## src/pin_reuse_pkg.sv

```systemverilog
// Package: register map, field layout and types of the multi-use pin block
package pin_reuse_pkg;

  localparam int ADDR_W = 8;
  localparam int DATA_W = 8;
  localparam int PIN_COUNT = 8;

  // Register offsets
  localparam logic [7:0] PIN_OUTPUT_ENABLE_OFS = 8'h44;
  localparam logic [7:0] PIN_OUTPUT_VALUE_OFS = 8'h45;
  localparam logic [7:0] PIN_INPUT_LEVEL_OFS = 8'h46;
  localparam logic [7:0] DEBUG_OUTPUT_CONTROL_OFS = 8'h47;
  localparam logic [7:0] SILICON_REVISION_OFS = 8'h7F;

  // Field positions
  localparam int CLOCK_PIN_BIT = 6;
  localparam int SCAN_PIN_HI = 3;
  localparam int SCAN_PIN_LO = 0;
  localparam int MONITOR_SELECT_HI = 3;
  localparam int MONITOR_SELECT_LO = 0;
  localparam int FAST_PAD_BIT = 7;

  // Reset values
  localparam logic [7:0] PIN_OUTPUT_ENABLE_RST = 8'h00;
  localparam logic [7:0] PIN_OUTPUT_VALUE_RST = 8'h00;
  localparam logic [3:0] MONITOR_SELECT_RST = 4'h0;
  localparam logic FAST_PAD_RST = 1'b0;

  // Identity values, arbitrary
  localparam logic [3:0] SILICON_VERSION_DEF = 4'h3;
  localparam logic [3:0] SILICON_SUBVERSION_DEF = 4'h5;

  // Monitor select codes
  localparam logic [3:0] MON_TRISTATE_A = 4'h0;
  localparam logic [3:0] MON_TRISTATE_B = 4'h1;
  localparam logic [3:0] MON_LOW = 4'h2;
  localparam logic [3:0] MON_HIGH = 4'h3;
  localparam logic [3:0] MON_TX_ENVELOPE = 4'h4;
  localparam logic [3:0] MON_TX_ACTIVE = 4'h5;
  localparam logic [3:0] MON_GENERIC = 4'h6;
  localparam logic [3:0] MON_RX_ENVELOPE = 4'h7;
  localparam logic [3:0] MON_RX_ACTIVE = 4'h8;
  localparam logic [3:0] MON_RX_BITS = 4'h9;

  // Internal signals offered to the debug output pin
  typedef struct packed {
    logic tx_envelope;
    logic tx_active;
    logic generic_internal_debug_signal;
    logic rx_envelope;
    logic rx_active;
    logic rx_bits;
  } monitor_sig_t;

  // Drive enables and levels of all multi-use pins
  typedef struct packed {
    logic [PIN_COUNT-1:0] oe;
    logic [PIN_COUNT-1:0] out;
  } pad_drive_t;

endpackage : pin_reuse_pkg

```

## src/pin_reuse_gpio.sv

```systemverilog
// Multi-use pin GPIO, debug output pin mux and revision register
//
// Our own choice: the strobed register port.
`timescale 1ns/1ps

// Functional notes
// - Output enable register turns pins into GPIO
// - Clock pin GPIO enable replaces clock output
// - Scan pin enables ignored when scan active
// - Output value register sets driven pin levels
// - Input register returns synchronised pin levels
// - Control register: select, pad speed, reserved bits
// - Select 0-3: tri-state, tri-state, low, high
// - Select 4-6: TX envelope, TX active, generic
// - Select 7-9: RX envelope, RX active, RX bits
// - Pad speed bit selects fast pad switching
// - Read-only revision holds version and subversion
module pin_reuse_gpio #(
  parameter logic [3:0] SILICON_VERSION = pin_reuse_pkg::SILICON_VERSION_DEF,
  parameter logic [3:0] SILICON_SUBVERSION = pin_reuse_pkg::SILICON_SUBVERSION_DEF,
  parameter int PIN_COUNT = pin_reuse_pkg::PIN_COUNT
) (
  // Clock and reset
  input wire logic sys_clk_i,
  input wire logic srst_i,
  // Register port
  input wire logic [pin_reuse_pkg::ADDR_W-1:0] reg_addr_i,
  input wire logic [pin_reuse_pkg::DATA_W-1:0] reg_wdata_i,
  input wire logic reg_wr_i,
  input wire logic reg_rd_i,
  output logic [pin_reuse_pkg::DATA_W-1:0] reg_rdata_o,
  // Multi-use pins, bit order: signal input, clock, straps high/low, TCK, TMS, TDI, TDO
  input wire logic [PIN_COUNT-1:0] pin_in_i,
  output logic [PIN_COUNT-1:0] pin_out_o,
  output logic [PIN_COUNT-1:0] pin_oe_o,
  // Core functions sharing the pins
  input wire logic boundary_scan_active_i,
  input wire logic clock_output_i,
  output logic clock_pin_gpio_enable_o,
  // Debug output pin
  input wire pin_reuse_pkg::monitor_sig_t monitor_sig_i,
  output logic debug_output_pin_o,
  output logic debug_output_pin_oe_o,
  // Pad mode
  output logic fast_pad_switching_o
);

  if (PIN_COUNT != pin_reuse_pkg::DATA_W) begin : g_bad_width
    $error("PIN_COUNT must equal the 8-bit register width");
  end

  ////////////////////////////////////////////////////////////////////////////////
  // Registers

  logic [PIN_COUNT-1:0] pin_output_enable_ff;
  logic [PIN_COUNT-1:0] pin_output_value_ff;
  logic [3:0] monitor_select_ff;
  logic fast_pad_switching_ff;
  wire [PIN_COUNT-1:0] pin_input_level;
  wire [PIN_COUNT-1:0] pad_out;
  wire [PIN_COUNT-1:0] pad_oe;
  logic [pin_reuse_pkg::DATA_W-1:0] reg_rdata_ff;
  logic debug_out_ff;
  logic debug_oe_ff;

  wire sel_enable = reg_addr_i == pin_reuse_pkg::PIN_OUTPUT_ENABLE_OFS;
  wire sel_value = reg_addr_i == pin_reuse_pkg::PIN_OUTPUT_VALUE_OFS;
  wire sel_input = reg_addr_i == pin_reuse_pkg::PIN_INPUT_LEVEL_OFS;
  wire sel_control = reg_addr_i == pin_reuse_pkg::DEBUG_OUTPUT_CONTROL_OFS;
  wire sel_revision = reg_addr_i == pin_reuse_pkg::SILICON_REVISION_OFS;

  wire [7:0] control_rd = {fast_pad_switching_ff, 3'h0, monitor_select_ff};
  wire [7:0] revision_rd = {SILICON_VERSION, SILICON_SUBVERSION};

  // Unmapped addresses read as zero
  wire [7:0] nxt_rdata = sel_enable ? pin_output_enable_ff :
                         sel_value ? pin_output_value_ff :
                         sel_input ? pin_input_level :
                         sel_control ? control_rd :
                         sel_revision ? revision_rd : 8'h00;

  always_ff @(posedge sys_clk_i) begin
    if (srst_i) begin
      pin_output_enable_ff <= pin_reuse_pkg::PIN_OUTPUT_ENABLE_RST;
      pin_output_value_ff <= pin_reuse_pkg::PIN_OUTPUT_VALUE_RST;
      monitor_select_ff <= pin_reuse_pkg::MONITOR_SELECT_RST;
      fast_pad_switching_ff <= pin_reuse_pkg::FAST_PAD_RST;
    end else if (reg_wr_i) begin
      if (sel_enable) pin_output_enable_ff <= reg_wdata_i;
      if (sel_value) pin_output_value_ff <= reg_wdata_i;
      if (sel_control) begin
        monitor_select_ff <= reg_wdata_i[3:0];
        fast_pad_switching_ff <= reg_wdata_i[pin_reuse_pkg::FAST_PAD_BIT];
      end
    end
  end

  // Read data stands only in the cycle after the strobe
  always_ff @(posedge sys_clk_i) begin
    if (srst_i) reg_rdata_ff <= 8'h00;
    else reg_rdata_ff <= reg_rd_i ? nxt_rdata : 8'h00;
  end

  ////////////////////////////////////////////////////////////////////////////////
  // Pad drive

  // Scan pins stay with the scan logic while it owns them
  wire [7:0] scan_mask = boundary_scan_active_i ? 8'h0F : 8'h00;
  wire [7:0] eff_enable = pin_output_enable_ff & ~scan_mask;
  wire clock_gpio = pin_output_enable_ff[pin_reuse_pkg::CLOCK_PIN_BIT];

  // Clock pin is driven by the clock function unless taken over as GPIO
  wire [7:0] nxt_pad_oe = eff_enable | {1'b0, ~clock_gpio, 6'h00};
  wire [7:0] nxt_pad_out = {pin_output_value_ff[7],
                            clock_gpio ? pin_output_value_ff[6] : clock_output_i,
                            pin_output_value_ff[5:0]};

  // Next drive of all pads, registered inside the pin slices
  pin_reuse_pkg::pad_drive_t nxt_pad;
  assign nxt_pad = {nxt_pad_oe, nxt_pad_out};

  ////////////////////////////////////////////////////////////////////////////////
  // Pin slices, one per multi-use pin, most significant bit first

  // Signal input pin
  pin_pad_slice signal_in_slice (
    .sys_clk_i(sys_clk_i),
    .srst_i(srst_i),
    .pad_level_i(pin_in_i[7]),
    .pad_out_o(pad_out[7]),
    .pad_oe_o(pad_oe[7]),
    .drive_out_i(nxt_pad.out[7]),
    .drive_oe_i(nxt_pad.oe[7]),
    .level_o(pin_input_level[7])
  );

  // Clock output pin
  pin_pad_slice clock_pin_slice (
    .sys_clk_i(sys_clk_i),
    .srst_i(srst_i),
    .pad_level_i(pin_in_i[6]),
    .pad_out_o(pad_out[6]),
    .pad_oe_o(pad_oe[6]),
    .drive_out_i(nxt_pad.out[6]),
    .drive_oe_i(nxt_pad.oe[6]),
    .level_o(pin_input_level[6])
  );

  // Interface strap, high
  pin_pad_slice strap_high_slice (
    .sys_clk_i(sys_clk_i),
    .srst_i(srst_i),
    .pad_level_i(pin_in_i[5]),
    .pad_out_o(pad_out[5]),
    .pad_oe_o(pad_oe[5]),
    .drive_out_i(nxt_pad.out[5]),
    .drive_oe_i(nxt_pad.oe[5]),
    .level_o(pin_input_level[5])
  );

  // Interface strap, low
  pin_pad_slice strap_low_slice (
    .sys_clk_i(sys_clk_i),
    .srst_i(srst_i),
    .pad_level_i(pin_in_i[4]),
    .pad_out_o(pad_out[4]),
    .pad_oe_o(pad_oe[4]),
    .drive_out_i(nxt_pad.out[4]),
    .drive_oe_i(nxt_pad.oe[4]),
    .level_o(pin_input_level[4])
  );

  // Scan clock pin
  pin_pad_slice scan_clock_slice (
    .sys_clk_i(sys_clk_i),
    .srst_i(srst_i),
    .pad_level_i(pin_in_i[3]),
    .pad_out_o(pad_out[3]),
    .pad_oe_o(pad_oe[3]),
    .drive_out_i(nxt_pad.out[3]),
    .drive_oe_i(nxt_pad.oe[3]),
    .level_o(pin_input_level[3])
  );

  // Scan mode select pin
  pin_pad_slice scan_mode_slice (
    .sys_clk_i(sys_clk_i),
    .srst_i(srst_i),
    .pad_level_i(pin_in_i[2]),
    .pad_out_o(pad_out[2]),
    .pad_oe_o(pad_oe[2]),
    .drive_out_i(nxt_pad.out[2]),
    .drive_oe_i(nxt_pad.oe[2]),
    .level_o(pin_input_level[2])
  );

  // Scan data input pin
  pin_pad_slice scan_din_slice (
    .sys_clk_i(sys_clk_i),
    .srst_i(srst_i),
    .pad_level_i(pin_in_i[1]),
    .pad_out_o(pad_out[1]),
    .pad_oe_o(pad_oe[1]),
    .drive_out_i(nxt_pad.out[1]),
    .drive_oe_i(nxt_pad.oe[1]),
    .level_o(pin_input_level[1])
  );

  // Scan data output pin
  pin_pad_slice scan_dout_slice (
    .sys_clk_i(sys_clk_i),
    .srst_i(srst_i),
    .pad_level_i(pin_in_i[0]),
    .pad_out_o(pad_out[0]),
    .pad_oe_o(pad_oe[0]),
    .drive_out_i(nxt_pad.out[0]),
    .drive_oe_i(nxt_pad.oe[0]),
    .level_o(pin_input_level[0])
  );

  ////////////////////////////////////////////////////////////////////////////////
  // Debug output pin

  logic nxt_dbg_out;
  logic nxt_dbg_oe;

  always_comb begin
    nxt_dbg_out = 1'b0;
    nxt_dbg_oe = 1'b1;
    case (monitor_select_ff)
      pin_reuse_pkg::MON_LOW: nxt_dbg_out = 1'b0;
      pin_reuse_pkg::MON_HIGH: nxt_dbg_out = 1'b1;
      pin_reuse_pkg::MON_TX_ENVELOPE: nxt_dbg_out = monitor_sig_i.tx_envelope;
      pin_reuse_pkg::MON_TX_ACTIVE: nxt_dbg_out = monitor_sig_i.tx_active;
      pin_reuse_pkg::MON_GENERIC: nxt_dbg_out = monitor_sig_i.generic_internal_debug_signal;
      pin_reuse_pkg::MON_RX_ENVELOPE: nxt_dbg_out = monitor_sig_i.rx_envelope;
      pin_reuse_pkg::MON_RX_ACTIVE: nxt_dbg_out = monitor_sig_i.rx_active;
      pin_reuse_pkg::MON_RX_BITS: nxt_dbg_out = monitor_sig_i.rx_bits;
      // Codes 0, 1 and A-F leave the pin floating
      default: nxt_dbg_oe = 1'b0;
    endcase
  end

  // Registered debug pin: one cycle of lag traded for a glitch-free pin
  always_ff @(posedge sys_clk_i) begin
    if (srst_i) begin
      debug_out_ff <= 1'b0;
      debug_oe_ff <= 1'b0;
    end else begin
      debug_out_ff <= nxt_dbg_out;
      debug_oe_ff <= nxt_dbg_oe;
    end
  end

  assign reg_rdata_o = reg_rdata_ff;
  assign pin_oe_o = pad_oe;
  assign pin_out_o = pad_out;
  assign clock_pin_gpio_enable_o = clock_gpio;
  assign debug_output_pin_o = debug_out_ff;
  assign debug_output_pin_oe_o = debug_oe_ff;
  assign fast_pad_switching_o = fast_pad_switching_ff;

endmodule : pin_reuse_gpio

////////////////////////////////////////////////////////////////////////////////
// One multi-use pin: two-stage input synchroniser and registered pad drive
module pin_pad_slice #(
  parameter int SYNC_STAGES = 2
) (
  // Clock and reset
  input wire logic sys_clk_i,
  input wire logic srst_i,
  // Pad side
  input wire logic pad_level_i,
  output logic pad_out_o,
  output logic pad_oe_o,
  // Core side
  input wire logic drive_out_i,
  input wire logic drive_oe_i,
  output logic level_o
);

  if (SYNC_STAGES != 2) begin : g_bad_stages
    $error("SYNC_STAGES must be 2: the synchroniser has two fixed stages");
  end

  logic sync1_ff;
  logic sync2_ff;
  logic pad_out_ff;
  logic pad_oe_ff;

  // Pin is asynchronous; the first stage may go metastable, so only the second is read
  always_ff @(posedge sys_clk_i) begin
    if (srst_i) begin
      sync1_ff <= 1'b0;
      sync2_ff <= 1'b0;
    end else begin
      sync1_ff <= pad_level_i;
      sync2_ff <= sync1_ff;
    end
  end

  always_ff @(posedge sys_clk_i) begin
    if (srst_i) begin
      pad_out_ff <= 1'b0;
      pad_oe_ff <= 1'b0;
    end else begin
      pad_out_ff <= drive_out_i;
      pad_oe_ff <= drive_oe_i;
    end
  end

  assign level_o = sync2_ff;
  assign pad_out_o = pad_out_ff;
  assign pad_oe_o = pad_oe_ff;

endmodule : pin_pad_slice

```

## config.mk

```make
export PLATFORM = sky130hd
export DESIGN_NAME = pin_reuse_gpio
export DESIGN_NICKNAME = d
export VERILOG_FILES = /design/src/pin_reuse_pkg.sv /design/src/pin_reuse_gpio.sv
export SDC_FILE = /design/constraint.sdc
export NUM_CORES = 1
export LEC_CHECK = 0
export BUFFER_PORTS_ARGS = -buffer_cell sky130_fd_sc_hd__buf_4
export CORE_AREA = 2 2 76 78
export CTS_CLUSTER_SIZE = 25
export DETAILED_ROUTE_END_ITERATION = 7
export DIE_AREA = 0 0 78 80
export PLACE_DENSITY = 0.72
export SLEW_MARGIN = 15
export SYNTH_ARGS = -nofsm -noshare
export SYNTH_HDL_FRONTEND = slang
export SYNTH_SLANG_ARGS = --single-unit
export TNS_END_PERCENT = 30
```

## constraint.sdc

```tcl
create_clock -name sys_clk_i -period 1.2 [get_ports sys_clk_i]
set_clock_uncertainty 0.05 [all_clocks]
set_input_delay 0.06 -clock sys_clk_i [delete_from_list [all_inputs] [get_ports sys_clk_i]]
set_output_delay 0.06 -clock sys_clk_i [all_outputs]
set_load 0.02 [all_outputs]
```

Yosys cells after proc, flatten, opt, wreduce, memory -nomap -nowiden
Index checks and enable logic that the tools add are counted.
{ "word_totals": {"ff_bits": 63, "latch_bits": 0, "ramBits": 0, "mem_bits_ro": 0, "input_bits": 36, "out_inout_bits": 28, "wordCells": 71, "memories": 0} }
{ "op_classes": {"n_addsub": 0, "n_mul": 0, "div": 0, "magnitude_cmp": 0, "eq_ne": 13, "shift": 0, "muxes": 9, "bitwise": 5, "reduce_logical": 5} }
{ "op_table": {"columns": ["operator", "count"], "rows": [
  ["$eq A8 B7 Y1 const B", 5],
  ["$mux W8", 4],
  ["$eq A4 B3 Y1 const B", 4],
  ["$and A8 B8 Y8", 1],
  ["$eq A4 B2 Y1 const B", 2],
  ["$eq A4 B4 Y1 const B", 2],
  ["$not A4 Y8", 1],
  ["$or A8 B7 Y8", 1],
  ["$reduce_or A8 Y1", 1],
  ["$pmux W1 S7", 1],
  ["$mux W6", 1],
  ["$reduce_and A2 Y1", 3],
  ["$mux W4", 1],
  ["$mux W1", 2],
  ["$not A1 Y1", 2],
  ["$reduce_or A2 Y1", 1]
]} }

Logic depth before layout (Yosys ltp)
Gate-level depths: netlist of the first run.
{ "depth": {"depth_word": 6, "depth_mapped": 7, "ltp_nobuf": 4} }

Modules after synthesis
A second synthesis of the first run with hierarchy kept.
{ "hier_totals": {"hier_cells": 214, "hier_area_um2": 2262.2} }
{ "by_module_without_submodules": {"columns": ["mod", "instances", "cells_per_inst", "area_per_inst_um2", "seq_area_each_um2"], "rows": [
  ["pin_reuse_gpio", 1, 150, 1421.4, 620.6],
  ["pin_pad_slice", 8, 8, 105.1, 80.1]
]} }

Worst setup path before layout of the first run
Ideal clock, no wire load.
{ "synth_timing": {"path_kind": "input -> register", "from": "input reg_addr_i[0] (netlist name)", "to": "register reg_rdata_ff, in the netlist reg_rdata_o[4]", "setup_ps": 119, "t_arrival_ps": 1092, "t_required_ps": 1031, "path_slack_ps": -61, "stages": 6, "path_buffers": 2, "path_cell_list": "buf_2 and2_1 and3_1 buf_2 a22o_1 o221a_1"} }
{ "synth_between": {"elab_chain_len": 6, "elab_cells_between_ends": 10, "cone_classes": "eq/ne: 5; mux: 5"} }
{ "synth_lines": {"columns": ["item", "line", "source"], "rows": [
  ["start: declaration", "pin_reuse_gpio.sv:27", "input wire logic [pin_reuse_pkg::ADDR_W-1:0] reg_addr_i,"],
  ["$eq A8 B7 Y1", "pin_reuse_gpio.sv:70", "wire sel_revision = reg_addr_i == pin_reuse_pkg::SILICON_REVISION_OFS;"],
  ["$mux W6", "pin_reuse_gpio.sv:80", "sel_revision ? revision_rd : 8'h00;"],
  ["$mux W8", "pin_reuse_gpio.sv:79", "sel_control ? control_rd :"],
  ["$mux W8", "pin_reuse_gpio.sv:78", "sel_input ? pin_input_level :"],
  ["$mux W8", "pin_reuse_gpio.sv:77", "sel_value ? pin_output_value_ff :"],
  ["$mux W8 *", "pin_reuse_gpio.sv:76", "wire [7:0] nxt_rdata = sel_enable ? pin_output_enable_ff :"],
  ["end signal: assignment", "pin_reuse_gpio.sv:101", "else reg_rdata_ff <= reg_rd_i ? nxt_rdata : 8'h00;"],
  ["end: declaration", "pin_reuse_gpio.sv:62", "logic [pin_reuse_pkg::DATA_W-1:0] reg_rdata_ff;"]
]} }
Every way passes the cells marked *; elsewhere a longest branch is shown, timed or not.
A chain may end at the register's enable or synchronous reset.

Worst setup path after layout of the first run
{ "layout_timing": {"from": "register monitor_select_ff[0]", "to": "register reg_rdata_ff, in the netlist reg_rdata_o[0]"} }
{ "layout_between": {"elab_chain_len": 4} }
{ "layout_lines": {"columns": ["item", "line", "source"], "rows": [
  ["start: declaration", "pin_reuse_gpio.sv:57", "logic [3:0] monitor_select_ff;"],
  ["start signal: assignment", "pin_reuse_gpio.sv:86", "monitor_select_ff <= pin_reuse_pkg::MONITOR_SELECT_RST;"],
  ["start signal: assignment", "pin_reuse_gpio.sv:92", "monitor_select_ff <= reg_wdata_i[3:0];"],
  ["$mux W8", "pin_reuse_gpio.sv:79", null],
  ["$mux W8", "pin_reuse_gpio.sv:78", null],
  ["$mux W8", "pin_reuse_gpio.sv:77", null],
  ["$mux W8", "pin_reuse_gpio.sv:76", null]
]} }
No other way between the ends.

==> run metrics, run 1 <==
status=finished, final reports clean; via density per instance=about 4.7; proportion of power drawn by the clock network=0.435; vias in the first global route=~1800; post-synthesis async set-or-reset flop share=0; gr usage total=0.1742; number of rows created at floorplan=27; Final TNS setup=0 ns; routed length per instance=between 10 and 15 um; time the worst path needs with I/O delays and setup=between 1 and 1.5 ns; Clock Latency Late Sink=0.33 ns; startpoint type of the worst setup path=register; wire length of the first global-routing pass=approximately 8300 um; remaining global-route overflow=0; antenna viol nets, final=0; crit path max fanout=4; core region area=0.005405 mm2; pwr/cell area=~1300 mW/mm2; cell taking the most area after synthesis=sky130_fd_sc_hd__dfxtp_1; TritonCTS clock tree=built; Starting DRT DRC Count=57; fraction of final layout cells with drive strength greater than 1=0.3458; synthesized flop and latch total=63; buffers from clock root to sink, at most=2; area after detailed placement=between 0.002 and 0.003 mm2; worst voltage drop across the vdd grid=roughly 0.78 mV; filler instances=465; proportion of power drawn by combinational gates=0.070; cell depth of the worst min-delay path=3; area of combinational cells with multiple inputs=967.2 um2; count of yosys warnings during synthesis=0; Cell Int Power=between 3 and 4 mW; Layout Nets=between 300 and 400; First-pass DRT Iterations=4; via count of the routed design=between 1500 and 2000; Critical Path End Type=register; final number of hold-violating endpoints=0; clock transition at the registers of the reported paths=~0.06 ns; Placer Congestion=slightly above 0.9; setup bufs post-CTS=0; TritonCTS buffer count=9; number of enable-type register cells in the synthesized netlist=0; data required time of the worst path=between 1 and 1.5 ns; fraction of power spent switching nets=0.2044; CP arrival=approximately 1.3 ns; reported max-cap violation count=0; clk sink count=63; net count of the mapped netlist=270; half-perimeter wire length after placement=between 3000 and 4000 um; total detailed-routing wirelength=between 5000 and 6000 um; area share of the largest cell type after synthesis=0.5280; H-tree lvl count=3; post-synthesis instance area=roughly 0.0024 mm2; I/O Pins=64; total leakage power=1.491 nW; Area Growth Syn to Fin=39.81%; final cell area excluding filler cells=about 0.0033 mm2; die footprint=between 0.006 and 0.007 mm2; root buffer cell=sky130_fd_sc_hd__clkbuf_8; # DRC=0; die outline height=~80 um; share of synthesized area occupied by flip-flops and latches=0.5280; RSZ-0062 raised after global routing=false; worst min-delay path category=input port to register; synthesized area divided by synthesized cell count=between 10 and 15 um2; number of distinct library cells after synthesis=33; Worst Setup Path Type=register to register; Buffers on Ports=between 60 and 70; share of the cycle needed by the critical path after routing=0.9282; die width=approximately 78 um; Max Slew Vio Count=0; net load switching power=roughly 0.9 mW; leading register cell type out of synthesis=sky130_fd_sc_hd__dfxtp_1; maximum number of pins on one net before global-route repair=29; Mapped Cells=234; antenna violations before repair=0; Synth area leaders=sky130_fd_sc_hd__dfxtp_1, sky130_fd_sc_hd__mux2i_1, sky130_fd_sc_hd__nor2b_1, sky130_fd_sc_hd__buf_4, sky130_fd_sc_hd__nor2_1; Tightest Pin Transition=0.3332 ns; final antenna diode count=0; sequential fraction of design power=0.495; storage element area=0.001265 mm2; Worst slew margin=0.7769; initial cell density of the core=0.4419; path depth of the worst reg2reg path=4; setup-violating endpoint count in the final report=0; upper clock frequency limit=roughly 900 MHz; final core utilization=0.6178
[layout by cell type (no fill, tap or decap), drive strengths merged]
master       netlist  final
buf               21     81
dfxtp             63     63
nor2b             28     28
dlygate4sd3        0     18
mux2i             18     18
nor2              17     17
nand2             15     15
clkbuf             7     13
a21oi             11     11
nand3             11     11
and2               5      5
o21ai              4      4
o221a              4      4
nor3b              3      3
nor4b              2      2
nor3               2      2
and3               2      2
nand4              2      2
and4b              2      2
mux2               2      2
a31oi              2      2
inv                2      2
a22oi              2      2
a22o               2      2
o2bb2ai            2      2
clkinv             0      2
a311o              1      1
a211oi             1      1
xor2               1      1
a21boi             1      1
a21o               1      1
bufinv             0      1
[power groups by stage]
stage | registers, mW | logic, mW | clock network (mW)
floorplan | 2.17 | 0.105 | 0
global placement | 2.18 | 0.249 | 0
detailed placement | 2.18 | 0.251 | 0
CTS | 2.13 | 0.298 | 1.92
global route | 2.13 | 0.322 | 2.00
finish | 2.13 | 0.299 | 1.87
[cell type report]
type / instances / share of cell area
Timing Repair Buffer: 99 / 0.2398
Sequential cell: 63 / 0.3788
Clock buffer: 13 / 0.05058
Multi-Input combinational cell: 141 / 0.2896
Tap cell: 72 / 0.02698
Clock inverter: 3 / 0.01199
Inverter: 2 / 0.002248
[critical path, stage by stage, from the launching register on]
cell,delay (ns)
sky130_fd_sc_hd__dfxtp_2,0.34
sky130_fd_sc_hd__buf_4,0.14
sky130_fd_sc_hd__mux2i_1,0.15
sky130_fd_sc_hd__o2bb2ai_1,0.09
sky130_fd_sc_hd__o221a_2,0.23
[path summary, 6_finish.rpt]
path	startpoint	to	slack, ns
setup / recovery	monitor_select_ff[0]	reg_rdata_o[0]	0.09
hold reg to reg	scan_dout_slice.sync1_ff	scan_dout_slice.level_o	0.38
setup reg to reg	monitor_select_ff[0]	reg_rdata_o[0]	0.09
hold / removal	reg_wr_i	pin_output_value_ff[0]	0.04
[cell families (layout without fill, tap and decap cells)]
kind of cell | count (synthesis) | count (layout) | synth area share
compound gates | 31 | 31 | 0.09167
xor+xnor | 1 | 1 | 0.003668
buf+inv | 30 | 117 | 0.07543
flops | 63 | 63 | 0.5280
mux | 20 | 20 | 0.08486
simple gates | 89 | 89 | 0.2163
[sequential cells by signal, summed over array words and instances (netlist names), 4 cells and up]
signal,cells
pin_output_value_ff,8
reg_rdata_o,8
monitor_select_ff,4
pin_output_enable_ff,8
[metrics by stage]
| stage | setup WS (ns) | hold WS [ns] | power [mW] | cells |
|---|---|---|---|---|
| global placement | -0.1112 | 0.2212 | 2.424 | 359 |
| floorplan | 0.006625 | 0.1382 | 2.279 | 234 |
| finish | 0.08617 | 0.03946 | 4.299 | 393 |
| CTS | 0.001942 | 0.02193 | 4.347 | 393 |
| global route | 0.003376 | 0.04052 | 4.454 | 393 |
| detailed placement | -0.1770 | 0.2247 | 2.427 | 359 |
[Yosys cell counts (3+ instances only)]
cell type,n
sky130_fd_sc_hd__nor2b_1,28
sky130_fd_sc_hd__clkbuf_1,7
sky130_fd_sc_hd__nor3b_1,3
sky130_fd_sc_hd__buf_2,3
sky130_fd_sc_hd__mux2i_1,18
sky130_fd_sc_hd__o21ai_0,4
sky130_fd_sc_hd__nand2_1,15
sky130_fd_sc_hd__nand3_1,9
sky130_fd_sc_hd__buf_4,17
sky130_fd_sc_hd__and2_1,5
sky130_fd_sc_hd__dfxtp_1,63
sky130_fd_sc_hd__a21oi_1,11
sky130_fd_sc_hd__nor2_1,17
[metal layers]
metal / global-route usage / wire length [um]
met4: 0.09474 / 125
met5: 0 / 0
met2: 0.2802 / 2330
met3: 0.03959 / 221
met1: 0.2171 / 2383
[what timing repair did]
action                                  in CTS  in global routing
gates resized for setup                      0                  5
endpoints found under the setup margin       0                  3
hold buffers                                18                  0
hold endpoints to repair                    32                  0
Note: power is estimated with default switching activity, not from simulation.
==> inputs of run 2 (changes only) <==
Settings changed: ABC_AREA set to 1, CORE_AREA 2 2 76 78 to 2 2 77 79, DIE_AREA 0 0 78 80 to 0 0 79 81, PLACE_DENSITY 0.72 to 0.85.
==> run 2 against run 1 <==
Compared with the run above:
- non-clock buffer count fell by 10
- worst hold slack got worse by 0.0036 ns
- worst setup slack improved by 0.062 ns
- register-to-register slack improved by 0.06 ns
- core utilization fell by 3.5 points
- die area rose by 2.5%
- clock power fell by 24%
- wire length rose by 6.8%
- synthesized cell count rose by 45%
- flip-flop and latch count did not move
- first-iteration DRC count rose to 3.1 times the previous value
- critical endpoint is now debug_output_pin_o
==> run metrics, run 2 <==
placed instance count=459 (+28%); combined buffer and inverter count along the critical path=1 (unchanged); buffers from clock root to sink, at most=2 (unchanged); Placer Congestion=0.8658 (-5.9%); highest-count cells in the layout ignoring fill and taps=sky130_fd_sc_hd__nor2_1, sky130_fd_sc_hd__buf_4, sky130_fd_sc_hd__dfxtp_1, sky130_fd_sc_hd__nand2_1, sky130_fd_sc_hd__inv_1; via count of the routed design=2202 (+20%); half-perimeter wire length after placement=3965 um (+11%); highest cell delay on the worst timing path=0.36 ns (+0.02 ns); Clock Latency Late Sink=0.33 ns (about the same); synthesized flop and latch total=63 (unchanged); final antenna diode count=0 (unchanged); Worst slew margin=0.7305 (-0.04646); leading register cell type out of synthesis=sky130_fd_sc_hd__dfxtp_1; routed length per instance=11.01 um (-14%); number of rows created at floorplan=28 (+3.7%); cell depth of the worst min-delay path=3 (unchanged); setup-violating endpoint count in the final report=0 (unchanged); Starting DRT DRC Count=176 (+210%); proportion of power drawn by the clock network=0.368 (-0.067); die width=79 um (+1.3%); First-pass DRT Iterations=4 (unchanged); Critical Path End Type=register; kind of cell adding the most delay to the critical path=simple AND/OR/NAND/NOR gates; Tightest Pin Transition=0.4033 ns (+0.07013 ns); wire length of the first global-routing pass=8928 um (+7.6%); RSZ-0062 raised after global routing=false; H-tree lvl count=3 (unchanged); path depth of the worst reg2reg path=6 (+2); post-synthesis instance area=0.002539 mm2 (+6.3%); Cell Int Power=3.001 mW (-12%); pwr/cell area=1165 mW/mm2 (-9.5%); reported max-cap violation count=0 (unchanged); net count of the mapped netlist=376 (+39%); worst hold start=reg_wr_i; I/O Pins=64 (unchanged); core region area=0.005675 mm2 (+5.0%); Worst Hold Path EP=pin_output_value_ff[6]; clk sink count=63 (unchanged); Buffers on Ports=63 (unchanged); cell taking the most area after synthesis=sky130_fd_sc_hd__dfxtp_1; reg2reg start=monitor_select_ff[2]; count of yosys warnings during synthesis=0 (unchanged); vias in the first global route=2102 (+16%); CP arrival=1.26 ns (-0.02 ns); antenna viol nets, final=0 (unchanged); total leakage power=1.630 nW (+9.4%); area after detailed placement=0.002974 mm2 (+1.2%); fraction of final layout cells with drive strength greater than 1=0.2380 (-0.1078); filler instances=522 (+12%); status=finished, final reports clean; synthesized area divided by synthesized cell count=7.467 um2 (-27%); worst min-delay path category=input port to register; remaining global-route overflow=0 (unchanged); cell with the most instances after synthesis=sky130_fd_sc_hd__nor2_1; data required time of the worst path=1.41 ns (+0.04 ns); critical-path cell list=inv_1 > nor2_2 > nand2_1 > nand3_1 > nand2_1 > a21oi_1; net load switching power=0.8501 mW (-3.3%); upper clock frequency limit=950.3 MHz (+5.8%); crit path max fanout=4 (unchanged); maximum number of pins on one net before global-route repair=33 (+14%); Worst Setup Path Type=register to register; most common library cell in the layout ignoring fill and taps=sky130_fd_sc_hd__nor2_1; gr usage total=0.1812 (+0.006998); startpoint type of the worst setup path=register; Synth area leaders=sky130_fd_sc_hd__dfxtp_1, sky130_fd_sc_hd__nor2_1, sky130_fd_sc_hd__nand2_1, sky130_fd_sc_hd__inv_1, sky130_fd_sc_hd__buf_4; post-synthesis async set-or-reset flop share=0 (unchanged); share of synthesized area occupied by flip-flops and latches=0.4968 (-0.03123); Layout Nets=449 (+28%); clock transition at the registers of the reported paths=0.06 ns (about the same); via density per instance=4.485 (-4.2%); Max Slew Vio Count=0 (unchanged); root buffer cell=sky130_fd_sc_hd__clkbuf_8; number of enable-type register cells in the synthesized netlist=0 (unchanged); initial cell density of the core=0.4473 (+0.005412); critical-path cell with the highest stage delay=sky130_fd_sc_hd__dfxtp_1; worst-case hold slack=0.03590 ns (-0.003558 ns); TritonCTS clock tree=built; fraction of power spent switching nets=0.2207 (+0.01631); sequential fraction of design power=0.554 (+0.059); post-route insts no fill=491 (+25%); final core utilization=0.5825 (-0.03537); leading post-synthesis cells by instance count=sky130_fd_sc_hd__nor2_1, sky130_fd_sc_hd__dfxtp_1, sky130_fd_sc_hd__nand2_1, sky130_fd_sc_hd__inv_1, sky130_fd_sc_hd__nand3_1; die footprint=0.006399 mm2 (+2.5%); TritonCTS buffer count=9 (unchanged); slack of the worst reg-to-reg path=0.15 ns (+0.06 ns); final number of hold-violating endpoints=0 (unchanged); die outline height=81 um (+1.3%); Mapped Cells=340 (+45%); share of the cycle needed by the critical path after routing=0.8769 (-0.05126); number of distinct library cells after synthesis=20 (-39%); setup bufs post-CTS=0 (unchanged); destination of the worst register-to-register timing path=debug_output_pin_o; area share of the largest cell type after synthesis=0.4968 (-0.03123); Area Growth Syn to Fin=30.21%; proportion of power drawn by combinational gates=0.078 (+0.008); total detailed-routing wirelength=5407 um (+6.8%); time the worst path needs with I/O delays and setup=1.052 ns (-0.06151 ns); antenna violations before repair=0 (unchanged); final cell area excluding filler cells=0.003306 mm2 (-1.0%); most prevalent standard cell on the critical path=sky130_fd_sc_hd__nand2_1; # DRC=0 (unchanged); worst voltage drop across the vdd grid=0.6202 mV (-21%)
[run 2: cell count changes after synthesis, sizes merged, moves of 4 or more]
cell and delta:
inv +44, nor2 +70, o21ai +16, o221a -4
nand2 +43, mux2i -18, nor2b -28, and2 -5
nand3 +14
[run 2: area by class of cell]
class                   count  area [um2]  share of cell area
inverters                  46       172.7             0.05223
clock buffers              12       135.1             0.04088
clock inverters             2       10.01            0.003028
well taps                  75       93.84             0.02839
repair buffers             89       713.2              0.2157
flip-flops and latches     63        1262              0.3819
multi-input cells         204       918.4              0.2778
[run 2: routing by layer]
| metal | routed length [um] | global-route usage |
|---|---|---|
| met5 | 0 | 0 |
| met3 | 299 | 0.05778 |
| met1 | 2291 | 0.1971 |
| met2 | 2726 | 0.3229 |
| met4 | 89 | 0.08276 |
[run 2: power groups by stage]
| stage | Clock [mW] | Combinational (mW) | Sequential, mW |
|---|---|---|---|
| finish | 1.42 | 0.301 | 2.13 |
| global route | 1.54 | 0.332 | 2.13 |
| CTS | 1.45 | 0.300 | 2.13 |
| detailed placement | 0 | 0.253 | 2.18 |
| global placement | 0 | 0.246 | 2.18 |
| floorplan | 0 | 0.116 | 2.18 |
[run 2: worst max path at each step]
stage | cells after the start | from | endpoint
4_1_cts | 6 | monitor_select_ff[3] | debug_output_pin_o
6_report | 6 | monitor_select_ff[2] | debug_output_pin_o
3_5_place_dp | 7 | reg_addr_i[7] | reg_rdata_o[1]
3_3_place_gp | 7 | reg_addr_i[7] | reg_rdata_o[2]
5_1_grt | 6 | monitor_select_ff[0] | debug_output_pin_o
2_1_floorplan | 8 | reg_addr_i[7] | pin_output_enable_ff[0]
[run 2: timing repair]
item / CTS / global route
setup endpoints to repair: 0 / 1
resized for setup: 0 / 3
endpoints found under the hold margin: 32 / 0
hold buffers: 18 / 0
[run 2: cell families (layout without fill, tap and decap cells)]
logic type	count (synthesis)	count (layout)	share of synthesized area
buffers and inverters	73	149	0.1434
AOI/OAI and AO/OA	29	29	0.05816
DFF	63	63	0.4968
and+or+nand+nor	175	175	0.3016
[run 2: worst min-delay path, cell delays in order]
cell	delay [ns]
sky130_fd_sc_hd__buf_4	0.14
sky130_fd_sc_hd__nand4_1	0.09
sky130_fd_sc_hd__a21oi_1	0.06
[run 2: through the flow]
| stage | total power [mW] | setup WS, ns | TNS, ns |
|---|---|---|---|
| 2_1_floorplan | 2.292 | 0.2428 | 0 |
| 3_3_place_gp | 2.424 | 0.003178 | 0 |
| 3_5_place_dp | 2.432 | -0.07299 | -0.3439 |
| 4_1_cts | 3.883 | 0.08287 | 0 |
| 5_1_grt | 4.009 | 0.04702 | 0 |
| 6_report | 3.852 | 0.1477 | 0 |
==> inputs of run 3 (changes only) <==
Settings changed: REMOVE_ABC_BUFFERS set to 1, TNS_END_PERCENT 30 to not set.
==> run 3 against run 2 <==
Compared with the run above:
- register-to-register slack about the same
- critical path depth unchanged
- design area is 2.8% higher
- final cell count increased by 0.61%
- die area unchanged
- worst setup slack got worse by 0.068 ns
- sequential share of layout area fell by 1.0 points
- via count up 3.8%
- total power up 8.5%
- clock power is 23% higher
==> run metrics, run 3 (synthesis results as in run 2) <==
status=finished, final reports clean; final antenna diode count=0 (unchanged); TritonCTS buffer count=9 (unchanged); core region area=0.005675 mm2 (unchanged); startpoint type of the worst setup path=input port; highest-count cells in the layout ignoring fill and taps=sky130_fd_sc_hd__nor2_1, sky130_fd_sc_hd__buf_4, sky130_fd_sc_hd__dfxtp_1, sky130_fd_sc_hd__nand2_1, sky130_fd_sc_hd__inv_1; maximum number of pins on one net before global-route repair=21 (-36%); clock transition at the registers of the reported paths=0.07 ns (about the same); Placer Congestion=0.9237 (+6.7%); final number of hold-violating endpoints=0 (unchanged); buffers from clock root to sink, at most=2 (unchanged); setup bufs post-CTS=0 (unchanged); Max Slew Vio Count=0 (unchanged); Worst Setup Path Type=input port to register; final core utilization=0.5985 (+0.01609); Layout Nets=452 (+0.67%); Tightest Pin Transition=0.3068 ns (-0.09649 ns); worst-case hold slack=0.01885 ns (-0.01706 ns); Area Growth Syn to Fin=33.81%; number of rows created at floorplan=28 (unchanged); antenna viol nets, final=0 (unchanged); wire length of the first global-routing pass=9259 um (+3.7%); die outline height=81 um (unchanged); Clock Latency Late Sink=0.34 ns (about the same); total leakage power=1.665 nW (+2.1%); total detailed-routing wirelength=5608 um (+3.7%); most common library cell in the layout ignoring fill and taps=sky130_fd_sc_hd__nor2_1; H-tree lvl count=3 (unchanged); setup-violating endpoint count in the final report=0 (unchanged); data required time of the worst path=1.38 ns (-0.03 ns); antenna violations before repair=0 (unchanged); most prevalent standard cell on the critical path=sky130_fd_sc_hd__buf_4; # DRC=0 (unchanged); reported max-cap violation count=0 (unchanged); critical-path cell with the highest stage delay=sky130_fd_sc_hd__dlygate4sd3_1; Final TNS setup=0 ns (unchanged); Setup WS pre-CTS=0.02069 ns (+0.09368 ns); worst-case setup margin in the final layout=0.08018 ns (-0.06751 ns); worst min-delay path category=input port to register; Worst slew margin=0.7947 (+0.06422); critical-path cell list=dlygate4sd3_1 > buf_4 > clkinvlp_4 > buf_4 > nand2_1 > nor2_1; time the worst path needs with I/O delays and setup=1.120 ns (+0.06751 ns); Buffers on Ports=63 (unchanged); Critical Path End Type=register; initial cell density of the core=0.4473 (unchanged); share of the cycle needed by the critical path after routing=0.9332 (+0.05626); clk sink count=63 (unchanged); worst voltage drop across the vdd grid=0.5146 mV (-17%); fraction of final layout cells with drive strength greater than 1=0.2482 (+0.01023); crit path max fanout=14 (+10); TritonCTS clock tree=built; gr usage total=0.1902 (+0.009003); remaining global-route overflow=0 (unchanged); routed length per instance=11.35 um (+3.1%); pwr/cell area=1231 mW/mm2 (+5.6%); RSZ-0062 raised after global routing=false; die footprint=0.006399 mm2 (unchanged); CP arrival=1.30 ns (+0.04 ns); die width=79 um (unchanged); via density per instance=4.626 (+3.1%); I/O Pins=64 (unchanged); via count of the routed design=2285 (+3.8%); Starting DRT DRC Count=159 (-9.7%); First-pass DRT Iterations=5 (+1); upper clock frequency limit=893.0 MHz (-6.0%); root buffer cell=sky130_fd_sc_hd__clkbuf_8; half-perimeter wire length after placement=4096 um (+3.3%); highest cell delay on the worst timing path=0.53 ns (+0.17 ns); vias in the first global route=2157 (+2.6%)
[run 3: cell types whose count changed in the layout (fill, tap and decap cells not counted)]
cell | previous run | this run
sky130_fd_sc_hd__dlygate4sd3_1 | 18 | 19
sky130_fd_sc_hd__nor2_2 | 2 | 1
sky130_fd_sc_hd__buf_12 | 0 | 2
sky130_fd_sc_hd__clkinvlp_4 | 0 | 2
sky130_fd_sc_hd__clkbuf_1 | 3 | 0
sky130_fd_sc_hd__inv_1 | 43 | 42
sky130_fd_sc_hd__bufinv_16 | 0 | 1
sky130_fd_sc_hd__clkbuf_8 | 9 | 10
sky130_fd_sc_hd__nor2_1 | 81 | 82
[run 3: area by class of cell]
class	count	area (um2)
multi-input combinational	204	915.9
clock inverter	4	47.55
fill	508	2278
sequential	63	1262
inverter	46	176.4
tap	75	93.84
clock buffer	10	137.6
timing repair buffer	92	763.2
[run 3: path summary, 6_finish.rpt]
check                           cells after the start                 startpoint                  endpoint  slack (ns)
worst min-delay path                                3                   reg_wr_i    pin_output_value_ff[6]        0.02
worst max-delay path                                6                     srst_i   pin_output_enable_ff[4]        0.08
worst min register to register                      2  scan_clock_slice.sync1_ff  scan_clock_slice.level_o        0.35
worst max register to register                      6       monitor_select_ff[3]        debug_output_pin_o        0.15
[run 3: power breakdown]
group | leakage [nW] | internal, mW | switching (mW)
Combinational | 1.06 | 0.164 | 0.147
Clock | 0.0940 | 0.984 | 0.753
Sequential | 0.512 | 2.12 | 0.00906
Total | 1.67 | 3.27 | 0.909
[run 3: stage by stage]
stage | cell area, um2 | power, mW | instances
after floorplan | 2347 | 2.266 | 313
after global placement | 3014 | 2.430 | 461
after detailed placement | 3014 | 2.437 | 461
after CTS | 3390 | 4.211 | 494
after global routing | 3397 | 4.339 | 494
final | 3397 | 4.180 | 494
[run 3: layer usage]
metal  GRT usage  wire (um)  up-vias
met5           0          0        -
met4      0.1034        155        0
met3     0.06778        396       14
met2      0.3068       2688       94
met1      0.2221       2368     1011
li1            -          -     1166
[run 3: timing repair]
action / 4_1_cts / 5_1_grt
gates resized for setup: 0 / 3
endpoints found under the hold margin: 33 / 0
hold buffers: 19 / 0
setup endpoints to repair: 0 / 13
[run 3: worst max-delay path, delay by kind of cell]
kind | cells | cell delay, ns
AND/OR/NAND/NOR | 2 | 0.10
buffers and inverters | 4 | 1.14
